`src/hdl/cpu_regs_pkg.sv`:
```
// Purpose: Shared constants and types of the core register set and operand address decoder.
// Assumes: One core clock, synchronous active-high reset.
// Notes:   Register bus offsets and field positions are word aligned on a 32-bit bus.
package cpu_regs_pkg;

  // ****************************************
  // Opcode paging and postbyte fields
  // ****************************************
  localparam logic [7:0] PAGE2_PREFIX = 8'h18;
  localparam logic [2:0] PB_LONG_FORM = 3'b111;
  localparam logic [1:0] RR_X = 2'b00;
  localparam logic [1:0] RR_Y = 2'b01;
  localparam logic [1:0] RR_STACK = 2'b10;
  localparam logic [1:0] RR_PC = 2'b11;
  localparam logic [1:0] AA_A = 2'b00;
  localparam logic [1:0] AA_B = 2'b01;
  localparam logic [1:0] AA_D = 2'b10;

  // ****************************************
  // Condition flags layout: S X H I N Z V C
  // ****************************************
  localparam int FLAG_S = 7;
  localparam int FLAG_X = 6;
  localparam int FLAG_H = 5;
  localparam int FLAG_I = 4;
  localparam int FLAG_N = 3;
  localparam int FLAG_Z = 2;
  localparam int FLAG_V = 1;
  localparam int FLAG_C = 0;
  localparam logic [7:0] FLAGS_RESET = 8'hD0;

  // ****************************************
  // Register bus map
  // ****************************************
  localparam logic [7:0] ADDR_CTRL = 8'h00;
  localparam logic [7:0] ADDR_STATUS = 8'h04;
  localparam logic [7:0] ADDR_EA = 8'h08;
  localparam logic [7:0] ADDR_INFO = 8'h0C;
  localparam int CTRL_EN_BIT = 0;
  localparam int STAT_ILL_BIT = 0;
  localparam int STAT_PG2_BIT = 1;
  localparam int STAT_STATE_LSB = 8;
  localparam int INFO_KIND_LSB = 16;
  localparam int INFO_PAGE_BIT = 20;

  // ****************************************
  // Types
  // ****************************************
  typedef enum logic [3:0] {
    inherent_mode = 4'h0,
    immediate_mode = 4'h1,
    immediate_wide_mode = 4'h2,
    direct_mode = 4'h3,
    full_address_mode = 4'h4,
    relative_short_mode = 4'h5,
    relative_long_mode = 4'h6,
    indexed_mode = 4'h7,
    postbyte_mode = 4'h8
  } addr_mode_t;

  typedef enum logic [2:0] {
    no_index_kind = 3'h0,
    indexed_short_mode = 3'h1,
    indexed_auto_mode = 3'h2,
    indexed_nine_bit_mode = 3'h3,
    indexed_sixteen_bit_mode = 3'h4,
    indexed_acc_mode = 3'h5,
    indexed_indirect_const_mode = 3'h6,
    indexed_indirect_acc_mode = 3'h7
  } idx_kind_t;

  typedef enum logic [2:0] {
    sel_a = 3'h0,
    sel_b = 3'h1,
    sel_d = 3'h2,
    sel_x = 3'h3,
    sel_y = 3'h4,
    sel_sp = 3'h5,
    sel_pc = 3'h6
  } reg_sel_t;

endpackage

```
`src/hdl/cpu_regs_and_indexed_addr_decode.sv`:
```
// Purpose: Core register set plus opcode, postbyte and extension byte decoder forming operand addresses.
// Assumes: Byte stream and memory byte reads are synchronous to clk_i; ce_i low freezes everything.
// Notes:   Execution unit writes registers through the load port; software sees only decoder status.
//
// The register offsets and register access over Wishbone were decided locally.
`timescale 1ns/100ps
module cpu_regs_and_indexed_addr_decode
  import cpu_regs_pkg::*;
#(
  parameter logic [15:0] RESET_VECTOR_ADDR = 16'hFFFE
) (
  input wire logic clk_i, // Core clock
  input wire logic rst_i, // Synchronous reset, active high
  input wire logic ce_i, // Clock enable, freezes all state when low
  input wire logic [7:0] fetch_byte_i, // Instruction stream byte
  input wire logic fetch_valid_i, // Instruction byte present
  input wire addr_mode_t mode_i, // Addressing mode of the opcode byte offered
  output logic fetch_ready_o, // Decoder takes a byte this cycle
  output logic mem_rd_o, // Byte read request to memory
  output logic [15:0] mem_addr_o, // Byte read address
  input wire logic [7:0] mem_byte_i, // Read data byte
  input wire logic mem_ack_i, // Read data valid
  input wire logic reg_wr_i, // Execution unit register load
  input wire reg_sel_t reg_sel_i, // Which register to load
  input wire logic [15:0] reg_wdata_i, // Load value, low byte for 8-bit targets
  input wire logic ccr_wr_i, // Execution unit flags load
  input wire logic [7:0] ccr_wdata_i, // New flags value
  output logic [7:0] opcode_o, // Last opcode byte
  output logic page2_o, // Last opcode came from second page
  output logic [7:0] postbyte_o, // Last postbyte
  output idx_kind_t idx_kind_o, // Indexed form of last instruction
  output logic [15:0] ea_o, // Effective operand address
  output logic ea_valid_o, // One-cycle pulse, instruction decoded
  output logic illegal_o, // One-cycle pulse with ea_valid_o, invalid postbyte
  output logic [7:0] acc_a_o, // First accumulator
  output logic [7:0] acc_b_o, // Second accumulator
  output logic [15:0] acc_d_o, // Double accumulator
  output logic [15:0] idx_x_o, // First index register
  output logic [15:0] idx_y_o, // Second index register
  output logic [15:0] sp_o, // Stack pointer
  output logic [15:0] pc_o, // Program counter
  output logic [7:0] ccr_o, // Full flags register
  output logic [3:0] branch_flags_o, // N Z V C for branch tests
  input wire logic wb_cyc_i, // Wishbone cycle
  input wire logic wb_stb_i, // Wishbone strobe
  input wire logic wb_we_i, // Wishbone write
  input wire logic [7:0] wb_adr_i, // Wishbone byte address
  input wire logic [3:0] wb_sel_i, // Wishbone byte lanes
  input wire logic [31:0] wb_dat_i, // Wishbone write data
  output logic [31:0] wb_dat_o, // Wishbone read data
  output logic wb_ack_o // Wishbone acknowledge
);

  // ****************************************
  // State record
  // ****************************************
  typedef enum logic [4:0] {
    st_rd_hi = 5'b00001,
    st_rd_lo = 5'b00010,
    st_opcode = 5'b00100,
    st_postbyte = 5'b01000,
    st_ext = 5'b10000
  } state_t;

  typedef struct packed {
    state_t state;
    logic vec_fetch;
    logic [7:0] acc_a;
    logic [7:0] acc_b;
    logic [15:0] idx_x;
    logic [15:0] idx_y;
    logic [15:0] sp;
    logic [15:0] pc;
    logic [7:0] condition_flags_register;
    logic page2_pend;
    logic page2;
    logic [7:0] opcode;
    addr_mode_t mode;
    logic [7:0] postbyte;
    idx_kind_t kind;
    logic [1:0] ext_left;
    logic [15:0] ext_word;
    logic [15:0] imm_addr;
    logic [15:0] ptr_addr;
    logic [7:0] ptr_hi;
    logic [15:0] ea;
    logic ea_valid;
    logic illegal;
    logic mem_rd;
    logic [15:0] mem_addr;
    logic fetch_ready;
    logic decode_en;
    logic ill_sticky;
    logic wb_ack;
    logic [31:0] wb_dat;
  } state_rec_t;

  localparam state_rec_t RESET_REC = '{
    state: st_rd_hi, vec_fetch: 1'b1, ptr_addr: RESET_VECTOR_ADDR,
    condition_flags_register: FLAGS_RESET, mode: inherent_mode, kind: no_index_kind,
    decode_en: 1'b1, default: '0};

  state_rec_t st;
  state_rec_t next_st;

  // ****************************************
  // Helpers
  // ****************************************
  // Base field sits high in short forms, in bits 4:3 in long forms
  function automatic logic [1:0] rr_of(input logic [7:0] pb);
    rr_of = (pb[7:5] == PB_LONG_FORM) ? pb[4:3] : pb[7:6];
  endfunction

  // Base register pick; pc seen here is already past the consumed byte
  function automatic logic [15:0] base_of(input logic [1:0] rr, input state_rec_t s, input logic [15:0] pcv);
    case (rr)
      RR_X: base_of = s.idx_x;
      RR_Y: base_of = s.idx_y;
      RR_STACK: base_of = s.sp;
      default: base_of = pcv;
    endcase
  endfunction

  // Auto-modify amount: 0..7 means +1..+8, 8..15 means -8..-1
  function automatic logic [15:0] step_of(input logic [3:0] n);
    step_of = n[3] ? {{12{1'b1}}, n} : {12'h000, n} + 16'h0001;
  endfunction

  logic take;
  logic [15:0] pc_inc;
  logic [15:0] ext_cat;
  logic [15:0] base_pb;
  logic [15:0] base_st;
  logic [15:0] acc_d;
  logic [15:0] mod_val;

  // ****************************************
  // Next-state logic
  // ****************************************
  always_comb begin
    next_st = st;
    next_st.ea_valid = 1'b0;
    next_st.illegal = 1'b0;
    next_st.wb_ack = 1'b0;
    take = st.fetch_ready & fetch_valid_i;
    pc_inc = st.pc + 16'h0001;
    ext_cat = {st.ext_word[7:0], fetch_byte_i};
    acc_d = {st.acc_a, st.acc_b};
    base_pb = base_of(rr_of(fetch_byte_i), st, pc_inc);
    base_st = base_of(rr_of(st.postbyte), st, pc_inc);
    mod_val = base_pb + step_of(fetch_byte_i[3:0]);

    // Bus slave; clear applied first so a hardware set in this cycle wins
    if (wb_cyc_i && wb_stb_i && !st.wb_ack) begin
      next_st.wb_ack = 1'b1;
      next_st.wb_dat = 32'h0000_0000;
      if (wb_adr_i == ADDR_CTRL) begin
        next_st.wb_dat[CTRL_EN_BIT] = st.decode_en;
        if (wb_we_i && wb_sel_i[0]) begin
          next_st.decode_en = wb_dat_i[CTRL_EN_BIT];
        end
      end else if (wb_adr_i == ADDR_STATUS) begin
        next_st.wb_dat[STAT_ILL_BIT] = st.ill_sticky;
        next_st.wb_dat[STAT_PG2_BIT] = st.page2_pend;
        next_st.wb_dat[STAT_STATE_LSB +: 5] = st.state;
        if (wb_we_i && wb_sel_i[0] && wb_dat_i[STAT_ILL_BIT]) begin
          next_st.ill_sticky = 1'b0;
        end
      end else if (wb_adr_i == ADDR_EA) begin
        next_st.wb_dat[15:0] = st.ea;
      end else if (wb_adr_i == ADDR_INFO) begin
        next_st.wb_dat[15:0] = {st.opcode, st.postbyte};
        next_st.wb_dat[INFO_KIND_LSB +: 3] = st.kind;
        next_st.wb_dat[INFO_PAGE_BIT] = st.page2;
      end
    end

    // Decoder sequence
    case (st.state)
      st_rd_hi: begin
        if (!st.mem_rd) begin
          next_st.mem_rd = 1'b1;
          next_st.mem_addr = st.ptr_addr;
        end else if (mem_ack_i) begin
          next_st.mem_rd = 1'b0;
          next_st.ptr_hi = mem_byte_i;
          next_st.state = st_rd_lo;
        end
      end
      st_rd_lo: begin
        if (!st.mem_rd) begin
          next_st.mem_rd = 1'b1;
          next_st.mem_addr = st.ptr_addr + 16'h0001;
        end else if (mem_ack_i) begin
          next_st.mem_rd = 1'b0;
          next_st.state = st_opcode;
          if (st.vec_fetch) begin
            next_st.vec_fetch = 1'b0;
            next_st.pc = {st.ptr_hi, mem_byte_i};
          end else begin
            next_st.ea = {st.ptr_hi, mem_byte_i};
            next_st.ea_valid = 1'b1;
          end
        end
      end
      st_opcode: begin
        if (take) begin
          next_st.pc = pc_inc;
          if (fetch_byte_i == PAGE2_PREFIX && !st.page2_pend) begin
            next_st.page2_pend = 1'b1;
          end else begin
            next_st.page2_pend = 1'b0;
            next_st.page2 = st.page2_pend;
            next_st.opcode = fetch_byte_i;
            next_st.mode = mode_i;
            next_st.kind = no_index_kind;
            next_st.postbyte = 8'h00;
            next_st.ext_word = 16'h0000;
            next_st.imm_addr = pc_inc;
            next_st.ea = 16'h0000;
            case (mode_i)
              immediate_mode, direct_mode, relative_short_mode: begin
                next_st.ext_left = 2'd1;
                next_st.state = st_ext;
              end
              immediate_wide_mode, full_address_mode, relative_long_mode: begin
                next_st.ext_left = 2'd2;
                next_st.state = st_ext;
              end
              indexed_mode, postbyte_mode: begin
                next_st.state = st_postbyte;
              end
              default: begin
                next_st.ea_valid = 1'b1;
              end
            endcase
          end
        end
      end
      st_postbyte: begin
        if (take) begin
          next_st.pc = pc_inc;
          next_st.postbyte = fetch_byte_i;
          next_st.state = st_opcode;
          if (st.mode == postbyte_mode) begin
            next_st.ea_valid = 1'b1;
          end else if (!fetch_byte_i[5]) begin
            next_st.kind = indexed_short_mode;
            next_st.ea = base_pb + {{11{fetch_byte_i[4]}}, fetch_byte_i[4:0]};
            next_st.ea_valid = 1'b1;
          end else if (fetch_byte_i[7:5] != PB_LONG_FORM) begin
            next_st.kind = indexed_auto_mode;
            next_st.ea_valid = 1'b1;
            if (fetch_byte_i[7:6] == RR_PC) begin
              next_st.illegal = 1'b1;
              next_st.ill_sticky = 1'b1;
            end else begin
              next_st.ea = fetch_byte_i[4] ? base_pb : mod_val;
              case (fetch_byte_i[7:6])
                RR_X: next_st.idx_x = mod_val;
                RR_Y: next_st.idx_y = mod_val;
                default: next_st.sp = mod_val;
              endcase
            end
          end else if (!fetch_byte_i[2]) begin
            next_st.state = st_ext;
            if (fetch_byte_i[1] && fetch_byte_i[0]) begin
              next_st.kind = indexed_indirect_const_mode;
              next_st.ext_left = 2'd2;
            end else if (fetch_byte_i[1]) begin
              next_st.kind = indexed_sixteen_bit_mode;
              next_st.ext_left = 2'd2;
            end else begin
              next_st.kind = indexed_nine_bit_mode;
              next_st.ext_left = 2'd1;
            end
          end else begin
            next_st.kind = indexed_acc_mode;
            next_st.ea_valid = 1'b1;
            case (fetch_byte_i[1:0])
              AA_A: next_st.ea = base_pb + {8'h00, st.acc_a};
              AA_B: next_st.ea = base_pb + {8'h00, st.acc_b};
              AA_D: next_st.ea = base_pb + acc_d;
              default: begin
                next_st.kind = indexed_indirect_acc_mode;
                next_st.ea_valid = 1'b0;
                next_st.ptr_addr = base_pb + acc_d;
                next_st.state = st_rd_hi;
              end
            endcase
          end
        end
      end
      st_ext: begin
        if (take) begin
          next_st.pc = pc_inc;
          next_st.ext_word = ext_cat;
          next_st.ext_left = st.ext_left - 2'd1;
          if (st.ext_left == 2'd1) begin
            next_st.state = st_opcode;
            next_st.ea_valid = 1'b1;
            case (st.mode)
              immediate_mode, immediate_wide_mode: next_st.ea = st.imm_addr;
              direct_mode: next_st.ea = {8'h00, fetch_byte_i};
              full_address_mode: next_st.ea = ext_cat;
              relative_short_mode: next_st.ea = pc_inc + {{8{fetch_byte_i[7]}}, fetch_byte_i};
              relative_long_mode: next_st.ea = pc_inc + ext_cat;
              default: begin
                if (st.kind == indexed_nine_bit_mode) begin
                  next_st.ea = base_st + {{8{st.postbyte[0]}}, fetch_byte_i};
                end else if (st.kind == indexed_sixteen_bit_mode) begin
                  next_st.ea = base_st + ext_cat;
                end else begin
                  next_st.ea_valid = 1'b0;
                  next_st.ptr_addr = base_st + ext_cat;
                  next_st.state = st_rd_hi;
                end
              end
            endcase
          end
        end
      end
      default: begin
        next_st.state = st_opcode;
      end
    endcase

    // Execution unit loads take priority over decoder updates
    if (reg_wr_i) begin
      case (reg_sel_i)
        sel_a: next_st.acc_a = reg_wdata_i[7:0];
        sel_b: next_st.acc_b = reg_wdata_i[7:0];
        sel_d: begin
          next_st.acc_a = reg_wdata_i[15:8];
          next_st.acc_b = reg_wdata_i[7:0];
        end
        sel_x: next_st.idx_x = reg_wdata_i;
        sel_y: next_st.idx_y = reg_wdata_i;
        sel_sp: next_st.sp = reg_wdata_i;
        default: next_st.pc = reg_wdata_i;
      endcase
    end
    if (ccr_wr_i) begin
      next_st.condition_flags_register = ccr_wdata_i;
    end

    // Ready only where a stream byte is wanted and software allows it
    next_st.fetch_ready = next_st.decode_en &&
      (next_st.state == st_opcode || next_st.state == st_postbyte || next_st.state == st_ext);
  end

  // ****************************************
  // State register
  // ****************************************
  // Reset record sets both masks and stop-disable, then starts vector fetch
  always_ff @(posedge clk_i) begin
    if (rst_i) begin
      st <= RESET_REC;
    end else if (ce_i) begin
      st <= next_st;
    end
  end

  // ****************************************
  // Outputs
  // ****************************************
  // Registers leave only as ports, never through the bus map
  assign fetch_ready_o = st.fetch_ready;
  assign mem_rd_o = st.mem_rd;
  assign mem_addr_o = st.mem_addr;
  assign opcode_o = st.opcode;
  assign page2_o = st.page2;
  assign postbyte_o = st.postbyte;
  assign idx_kind_o = st.kind;
  assign ea_o = st.ea;
  assign ea_valid_o = st.ea_valid;
  assign illegal_o = st.illegal;
  assign acc_a_o = st.acc_a;
  assign acc_b_o = st.acc_b;
  assign acc_d_o = {st.acc_a, st.acc_b};
  assign idx_x_o = st.idx_x;
  assign idx_y_o = st.idx_y;
  assign sp_o = st.sp;
  assign pc_o = st.pc;
  assign ccr_o = st.condition_flags_register;
  // Half-carry stays out of branch flags; only decimal adjust may read it
  assign branch_flags_o = {st.condition_flags_register[FLAG_N], st.condition_flags_register[FLAG_Z], st.condition_flags_register[FLAG_V], st.condition_flags_register[FLAG_C]};
  assign wb_dat_o = st.wb_dat;
  assign wb_ack_o = st.wb_ack;

endmodule

```
`config.mk`:
```
export PLATFORM = sky130hd
export DESIGN_NAME = cpu_regs_and_indexed_addr_decode
export DESIGN_NICKNAME = d
export VERILOG_FILES = /design/src/hdl/cpu_regs_pkg.sv /design/src/hdl/cpu_regs_and_indexed_addr_decode.sv
export SDC_FILE = /design/constraint.sdc
export NUM_CORES = 1
export LEC_CHECK = 0
export BUFFER_PORTS_ARGS = -buffer_cell sky130_fd_sc_hd__clkbuf_2
export CAP_MARGIN = 10
export CORE_MARGIN = 3
export CORE_UTILIZATION = 39
export DETAILED_ROUTE_END_ITERATION = 8
export GPL_TIMING_DRIVEN = 0
export PLACE_DENSITY_LB_ADDON = 0.3
export SLEW_MARGIN = 0
export SYNTH_ARGS = -nofsm -noshare
export SYNTH_HDL_FRONTEND = slang
export SYNTH_SLANG_ARGS = --single-unit
export TNS_END_PERCENT = 50
```
`constraint.sdc`:
```
create_clock -name clk_i -period 9.28 [get_ports clk_i]
set_input_delay 2.32 -clock clk_i [delete_from_list [all_inputs] [get_ports clk_i]]
set_output_delay 2.32 -clock clk_i [all_outputs]
set_load 0.005 [all_outputs]
```
==> flow_summary.json, run 1 <==
{
  "run_status": "finished, final reports clean",
  "antenna_left": 0,
  "drive_gt1_share_pct": 21.7,
  "post_cts_resized": 0,
  "min_from": "st[33]$_SDFFE_PP0P_",
  "p_sw_share_pct": 30.6,
  "r2r_start": "postbyte_o[6]$_SDFFE_PP0P_",
  "worstSetupStartpoint": "fetch_byte_i[4]",
  "slew_headroom_pct": 14.5,
  "root_buffer": "clkbuf_16",
  "dp_worst_setup_slack_ps": 1370,
  "synth_top_area_share_pct": 24.1,
  "cts_htree_levels": 1,
  "comb_power_share_pct": 19.0,
  "grt_overflow": 0,
  "numClockSinks": 228,
  "worstSetupPathType": "in -> reg",
  "dp_hpwl_um": 73800,
  "via_per_inst": 6.13,
  "endpoint": "ea_o[13]$_SDFFE_PP0P_",
  "cts-buffers-inserted": 28,
  "ys_seq_area_share_pct": 24.1,
  "critPathLaunchType": "input pin",
  "hold_class": "reg -> reg",
  "fill_cells": 4850,
  "ff_latch_area_sq_mm": 0.00456,
  "cp.arrival_ps": 8170,
  "drcViolationCount": 0,
  "cp-end-kind": "register",
  "avgSynthCellArea_sq_um": 7.80,
  "power.density_mw_per_mm2": 125,
  "clk_pin_slew_ps": 60,
  "p_int_mw": 1.90,
  "initial_core_util_pct": 39.5,
  "cts_tree": "done",
  "netlist_instances": 2422,
  "multi_input_area_sq_mm": 0.0122,
  "dr_total_vias": 20500,
  "fin_tns_setup_ps": 0,
  "p_sw_mw": 0.838,
  "core_area_sq_mm": 0.0478,
  "rsz0062_at_grt": "no",
  "power_mw": 2.74,
  "nets": 2925,
  "grt_usage_pct": 34.3,
  "netlist_area_sq_mm": 0.0189,
  "synth-seq-cells": 228,
  "cp_max_fo": 14,
  "synthTopCellsByArea": "dfxtp_1, buf_4, ha_1",
  "synth.distinct_cells": 91,
  "reg2reg_to": "ea_o[15]$_SDFFE_PP0P_",
  "grt_antenna_before_repair": 1,
  "tightest_slew_ps": 1270,
  "grt_max_degree": 17,
  "grt_pass1_vias": 19100,
  "drv_slew": 0,
  "dr.pass1.iters": 6,
  "synthArstFlopShare_pct": 0,
  "num_antenna_cells": 0,
  "worst_slack_ps": 1590,
  "dieArea_sq_mm": 0.0511,
  "gp_congestion": 1.04,
  "yosysTopAreaCell": "dfxtp_1",
  "required_ps": 9760,
  "postLayoutCoreUtil_pct": 45.9,
  "hold_violations": 0,
  "drt_iter0_drc": 2525,
  "yosys_warnings": 0,
  "cts_buffer_depth": 3,
  "rows": 80,
  "die_x_um": 226,
  "maxCapViolCount": 0,
  "hold_buffers": 0,
  "place_area_sq_mm": 0.0210,
  "numPortBuffers": 248,
  "r2r_setup_slack_ps": 2710,
  "seqPwrFrac_pct": 37.6,
  "finalSetupViolCount": 0,
  "clkLatencyLatePin_ps": 580,
  "final_area_sq_mm": 0.0220,
  "die_y_um": 226,
  "ys.flop_type": "dfxtp_1",
  "power_leakage_nw": 9.56,
  "post-route-period-util_pct": 82.8,
  "p_clk_share_pct": 43.5,
  "area_delta_synth_final_pct": 16.2,
  "max_freq_mhz": 130,
  "worst-r2r-cell-count": 15,
  "ir_drop_mv": 0.137,
  "io_pins": 298,
  "fin_crit_ps": 7690,
  "synth-edff-count": 0,
  "wl_um": 91100,
  "wl_per_cell_um": 27.2,
  "fin_skew_ps": 18.9,
  "cts_setup_buffers": 0,
  "grt_pass1_wl_um": 130000
}
-- logic make-up after synthesis --
logic type | count (synthesis) | share of synthesized area, %
AO/OA/AOI/OAI | 765 | 26.2
AND/OR/NAND/NOR | 717 | 17.6
buffers and inverters | 380 | 11.5
flip-flops | 228 | 24.1
adder cells (fa/ha/maj) | 117 | 7.89
multiplexers | 108 | 7.70
XOR/XNOR | 106 | 4.95
other | 1 | 0.0198
-- stage by stage --
| stage | cells | hold WS, ps |
|---|---|---|
| 6_report | 3349 | 437 |
| 5_1_grt | 3349 | 474 |
| 4_1_cts | 3348 | 441 |
| 3_5_place_dp | 3298 | 432 |
| 3_3_place_gp | 3296 | 432 |
| 2_1_floorplan | 2433 | 415 |
-- worst max-delay path: stages --
cell      delay (ps)
clkbuf_2         350
buf_2            380
nand3b_1         290
nand2_1          380
buf_4            300
mux2_2           350
a22oi_1          680
inv_1            360
ha_1             410
o21ai_0          130
or2_1            260
o31ai_1          420
nor2_1           100
xnor2_1          840
nor3_1           170
o41ai_2          360
-- power by group through the flow --
stage / Clock (mW) / Combinational [mW] / Sequential, mW
after floorplan: 0 / 0.306 / 1.04
after global placement: 0 / 0.497 / 1.05
after detailed placement: 0 / 0.503 / 1.05
after CTS: 1.20 / 0.505 / 1.03
after global routing: 1.23 / 0.551 / 1.03
final: 1.19 / 0.521 / 1.03
-- cells in the mapped netlist, types with 7 or more instances --
library cell,number
xor2_1,41
a21o_1,19
nor2_1,264
o31a_1,11
nor3_1,44
o21bai_1,7
o221ai_1,22
o31ai_1,12
xnor2_1,64
buf_4,192
maj3_1,7
ha_1,104
a211oi_1,38
or3_1,16
mux2_2,29
a221oi_1,16
mux2i_1,52
a22o_1,21
nor4_1,11
nand2_1,194
a31oi_1,29
a211o_1,8
buf_1,9
o21ai_0,196
a2111oi_0,8
o211ai_1,28
nand2b_1,14
o22ai_1,22
or2_2,7
inv_1,48
nor2b_1,17
nand3b_1,8
and3_1,19
a21oi_1,191
clkbuf_1,123
a31o_2,11
nand3_1,57
mux4_2,27
nand4_1,14
dfxtp_1,228
o311ai_0,7
o21a_1,17
and2_1,25
a22oi_1,51
-- flip-flops by register name, indices dropped and copies added (netlist names), 8 cells and up --
| signal | flops |
|---|---|
| acc_a_o | 8 |
| acc_b_o | 8 |
| ccr_o | 8 |
| ea_o | 16 |
| ext_cat | 8 |
| idx_x_o | 16 |
| idx_y_o | 16 |
| mem_addr_o | 16 |
| opcode_o | 8 |
| pc_o | 16 |
| postbyte_o | 8 |
| sp_o | 16 |
| st | 55 |
| wb_dat_o | 20 |
-- worst min path at each step --
stage | endpoint | slack (ps) | cells after the start
2_1_floorplan | st[33]$_SDFFE_PP0P_ | 410 | 2
3_3_place_gp | st[33]$_SDFFE_PP0P_ | 430 | 2
4_1_cts | st[33]$_SDFFE_PP0P_ | 440 | 2
5_1_grt | st[33]$_SDFFE_PP0P_ | 470 | 2
3_5_place_dp | st[33]$_SDFFE_PP0P_ | 430 | 2
6_report | st[33]$_SDFFE_PP0P_ | 440 | 2
-- area by class of cell --
type	count	share of cell area, %
Clock buffer	40	3.90
Clock inverter	10	0.604
Multi-Input combinational cell	1825	55.6
Tap cell	615	3.50
Inverter	49	0.838
Sequential cell	228	20.8
Timing Repair Buffer	251	5.72
Buffer	331	9.04
-- metal layers --
metal | part of all wire, % | track usage, %
met1 | 41 | 45.8
met2 | 44 | 54.5
met3 | 9.3 | 5.97
met4 | 5.1 | 14.8
met5 | 0 | 0
-- cells in the final DEF (no fill, tap or decap), types with 19 or more instances in the layout --
cell type / instances
a211oi_1: 38
a21o_1: 19
a21oi_1: 191
a22o_1: 21
a22oi_1: 51
a31oi_1: 29
and2_1: 25
and3_1: 19
buf_4: 192
clkbuf_1: 125
clkbuf_16: 29
clkbuf_2: 249
dfxtp_1: 228
ha_1: 104
inv_1: 48
mux2_2: 29
mux2i_1: 52
mux4_2: 27
nand2_1: 194
nand3_1: 57
nor2_1: 264
nor3_1: 44
o211ai_1: 28
o21ai_0: 196
o221ai_1: 22
o22ai_1: 22
xnor2_1: 64
xor2_1: 41
(Power assumes the default switching activity.)
==> inputs of run 2 (changes only) <==
clock period = 6.8 ns   (was 9.28 ns; I/O delays follow)
==> run 2 against run 1 <==
  * Clock skew up 3.0 ps
  * Combinational power up 37%
  * Sequential share of layout area about the same
  * Worst setup slack worse by 1500 ps
  * Largest cell class unchanged
  * Largest power group unchanged
  * Flip-flop and latch count unchanged
==> flow_summary.json, run 2 (same netlist as run 1, synthesis figures left out) <==
{
  "r2r_start": "postbyte_o[6]$_SDFFE_PP0P_",
  "gp_congestion": 1.04,
  "dr.pass1.iters": 8,
  "dieArea_sq_mm": 0.0511,
  "power.density_mw_per_mm2": 170,
  "initial_core_util_pct": 39.5,
  "drcViolationCount": 0,
  "fin_crit_ps": 6750,
  "run_status": "finished, final reports clean",
  "finalSetupViolCount": 0,
  "cts_tree": "done",
  "final_cell_mix": "nor2_1, clkbuf_2, dfxtp_1",
  "grt_pass1_vias": 19100,
  "cp.arrival_ps": 7230,
  "maxCapViolCount": 0,
  "hold_buffers": 0,
  "rows": 80,
  "antenna_left": 0,
  "hold_end": "st[33]$_SDFFE_PP0P_",
  "clkLatencyLatePin_ps": 590,
  "required_ps": 7280,
  "area_delta_synth_final_pct": 16.3,
  "hold_depth": 2,
  "worstSetupPathType": "in -> reg",
  "multi_input_area_sq_mm": 0.0122,
  "slew_headroom_pct": 11.3,
  "grt_overflow": 0,
  "hold_violations": 0,
  "via_per_inst": 6.14,
  "reg2reg_to": "ea_o[15]$_SDFFE_PP0P_",
  "cts_htree_levels": 1,
  "dp_hpwl_um": 73800,
  "instances_no_fill": 3349,
  "fill_cells": 4846,
  "numClockSinks": 228,
  "tightest_slew_ps": 1320,
  "grt_max_degree": 17,
  "wl_um": 91200,
  "dr_total_vias": 20600,
  "ir_drop_mv": 0.186,
  "max_freq_mhz": 148,
  "min_from": "st[33]$_SDFFE_PP0P_",
  "cts_buffer_depth": 3,
  "drive_gt1_share_pct": 21.8,
  "final_common_cell": "nor2_1",
  "met1Wirelength_um": 37900,
  "slowest_stage": "a2111oi_0",
  "root_buffer": "clkbuf_16",
  "placed_cells": 3298,
  "dr_wl_met2_um": 40300,
  "largest_register_ffs": 55,
  "power_leakage_nw": 9.57,
  "cp-end-kind": "register",
  "grt_antenna_before_repair": 1,
  "fin_skew_ps": 21.8,
  "numPortBuffers": 248,
  "highest_layer": "met4",
  "num_antenna_cells": 0,
  "largest_register": "st",
  "worst-r2r-cell-count": 15,
  "post-route-period-util_pct": 99.3,
  "grt_pass1_wl_um": 130000,
  "cp_num_buf_inv": 4,
  "die_y_um": 226,
  "cp_max_fo": 10,
  "hold_class": "reg -> reg",
  "postLayoutCoreUtil_pct": 45.9,
  "slowest_delay_ps": 710,
  "critPathLaunchType": "input pin",
  "wl_per_cell_um": 27.2,
  "grt_usage_pct": 34.3,
  "power_mw": 3.74,
  "clk_pin_slew_ps": 70,
  "rsz0062_at_grt": "yes",
  "r2r_setup_slack_ps": 500,
  "ff_latch_area_sq_mm": 0.00456,
  "path_cells": "clkbuf_2 -> clkbuf_1 -> inv_1 -> ha_1 -> clkbuf_1 -> mux2_2 -> ha_1 -> fa_1 -> a21o_1 -> a21oi_1 -> o21bai_1 -> a2111oi_0 -> nor3_2 -> mux2i_1 -> a211oi_1 -> o21ai_0 -> a31o_1",
  "die_x_um": 226,
  "core_area_sq_mm": 0.0478,
  "dr_wl_met3_um": 8270,
  "nets": 2925,
  "drv_slew": 0,
  "critPathTopFamily": "compound AO/OA/AOI/OAI gates",
  "io_pins": 298,
  "drt_iter0_drc": 2491,
  "cts-buffers-inserted": 28
}
## run 2: cell types whose count changed in the layout (fill, tap and decap cells not counted)
cell | before | now
clkbuf_1 | 125 | 124
clkbuf_2 | 249 | 250
xnor2_1 | 64 | 62
a22oi_1 | 51 | 50
xnor2_2 | 1 | 3
a22oi_2 | 0 | 1
## run 2: timing repair
| action | 4_1_cts | 5_1_grt |
|---|---|---|
| setup buffers | 0 | 0 |
| gates resized for setup | 0 | 6 |
| endpoints found under the setup margin | 0 | 11 |
## run 2: through the flow
stage / hold WS (ps) / TNS [ps] / cell area [sq um] / setup slack [ps]
6_report: 438 / 0 / 22000 / 47.1
5_1_grt: 474 / -143 / 22000 / -105
4_1_cts: 441 / 0 / 22000 / 82.8
3_5_place_dp: 432 / -4900 / 21000 / -490
3_3_place_gp: 432 / -4870 / 21000 / -734
2_1_floorplan: 415 / 0 / 18900 / 1220
## run 2: cell type report
type                            count  share of cell area (%)
Buffer                            331                    9.03
Inverter                           49                   0.837
Clock buffer                       40                    3.90
Multi-Input combinational cell   1825                    55.6
Clock inverter                     10                   0.603
Sequential cell                   228                    20.8
Timing Repair Buffer              251                    5.71
Tap cell                          615                    3.50
## run 2: worst max path at each step
stage	start	endpoint	slack [ps]	cells after the start
floorplan	fetch_byte_i[4]	ea_o[12]$_SDFFE_PP0P_	1220	16
global placement	fetch_byte_i[1]	ea_o[15]$_SDFFE_PP0P_	-730	12
detailed placement	fetch_byte_i[4]	ea_o[13]$_SDFFE_PP0P_	-490	16
CTS	fetch_byte_i[4]	ea_o[13]$_SDFFE_PP0P_	80	16
global route	fetch_byte_i[1]	ea_o[12]$_SDFFE_PP0P_	-100	17
finish	fetch_byte_i[1]	ea_o[12]$_SDFFE_PP0P_	50	17
## run 2: metal layers
| metal | global-route usage [%] | vias to the layer above |
|---|---|---|
| met5 | 0 | - |
| met3 | 5.97 | 230 |
| met1 | 45.8 | 9920 |
| met2 | 54.5 | 1166 |
| met4 | 14.8 | 0 |
| li1 | - | 9262 |
## run 2: worst min-delay path, delay by kind of cell, from the launching register on
family / cells / cell delay (ps)
AO/OA/AOI/OAI: 1 / 40
AND/OR/NAND/NOR: 1 / 50
flip-flops: 1 / 310
## run 2: power by group
part,switching [mW],internal [mW],total [mW]
logic,0.462,0.251,0.713
clock network,0.643,0.982,1.63
registers,0.0387,1.37,1.41
total,1.14,2.60,3.74
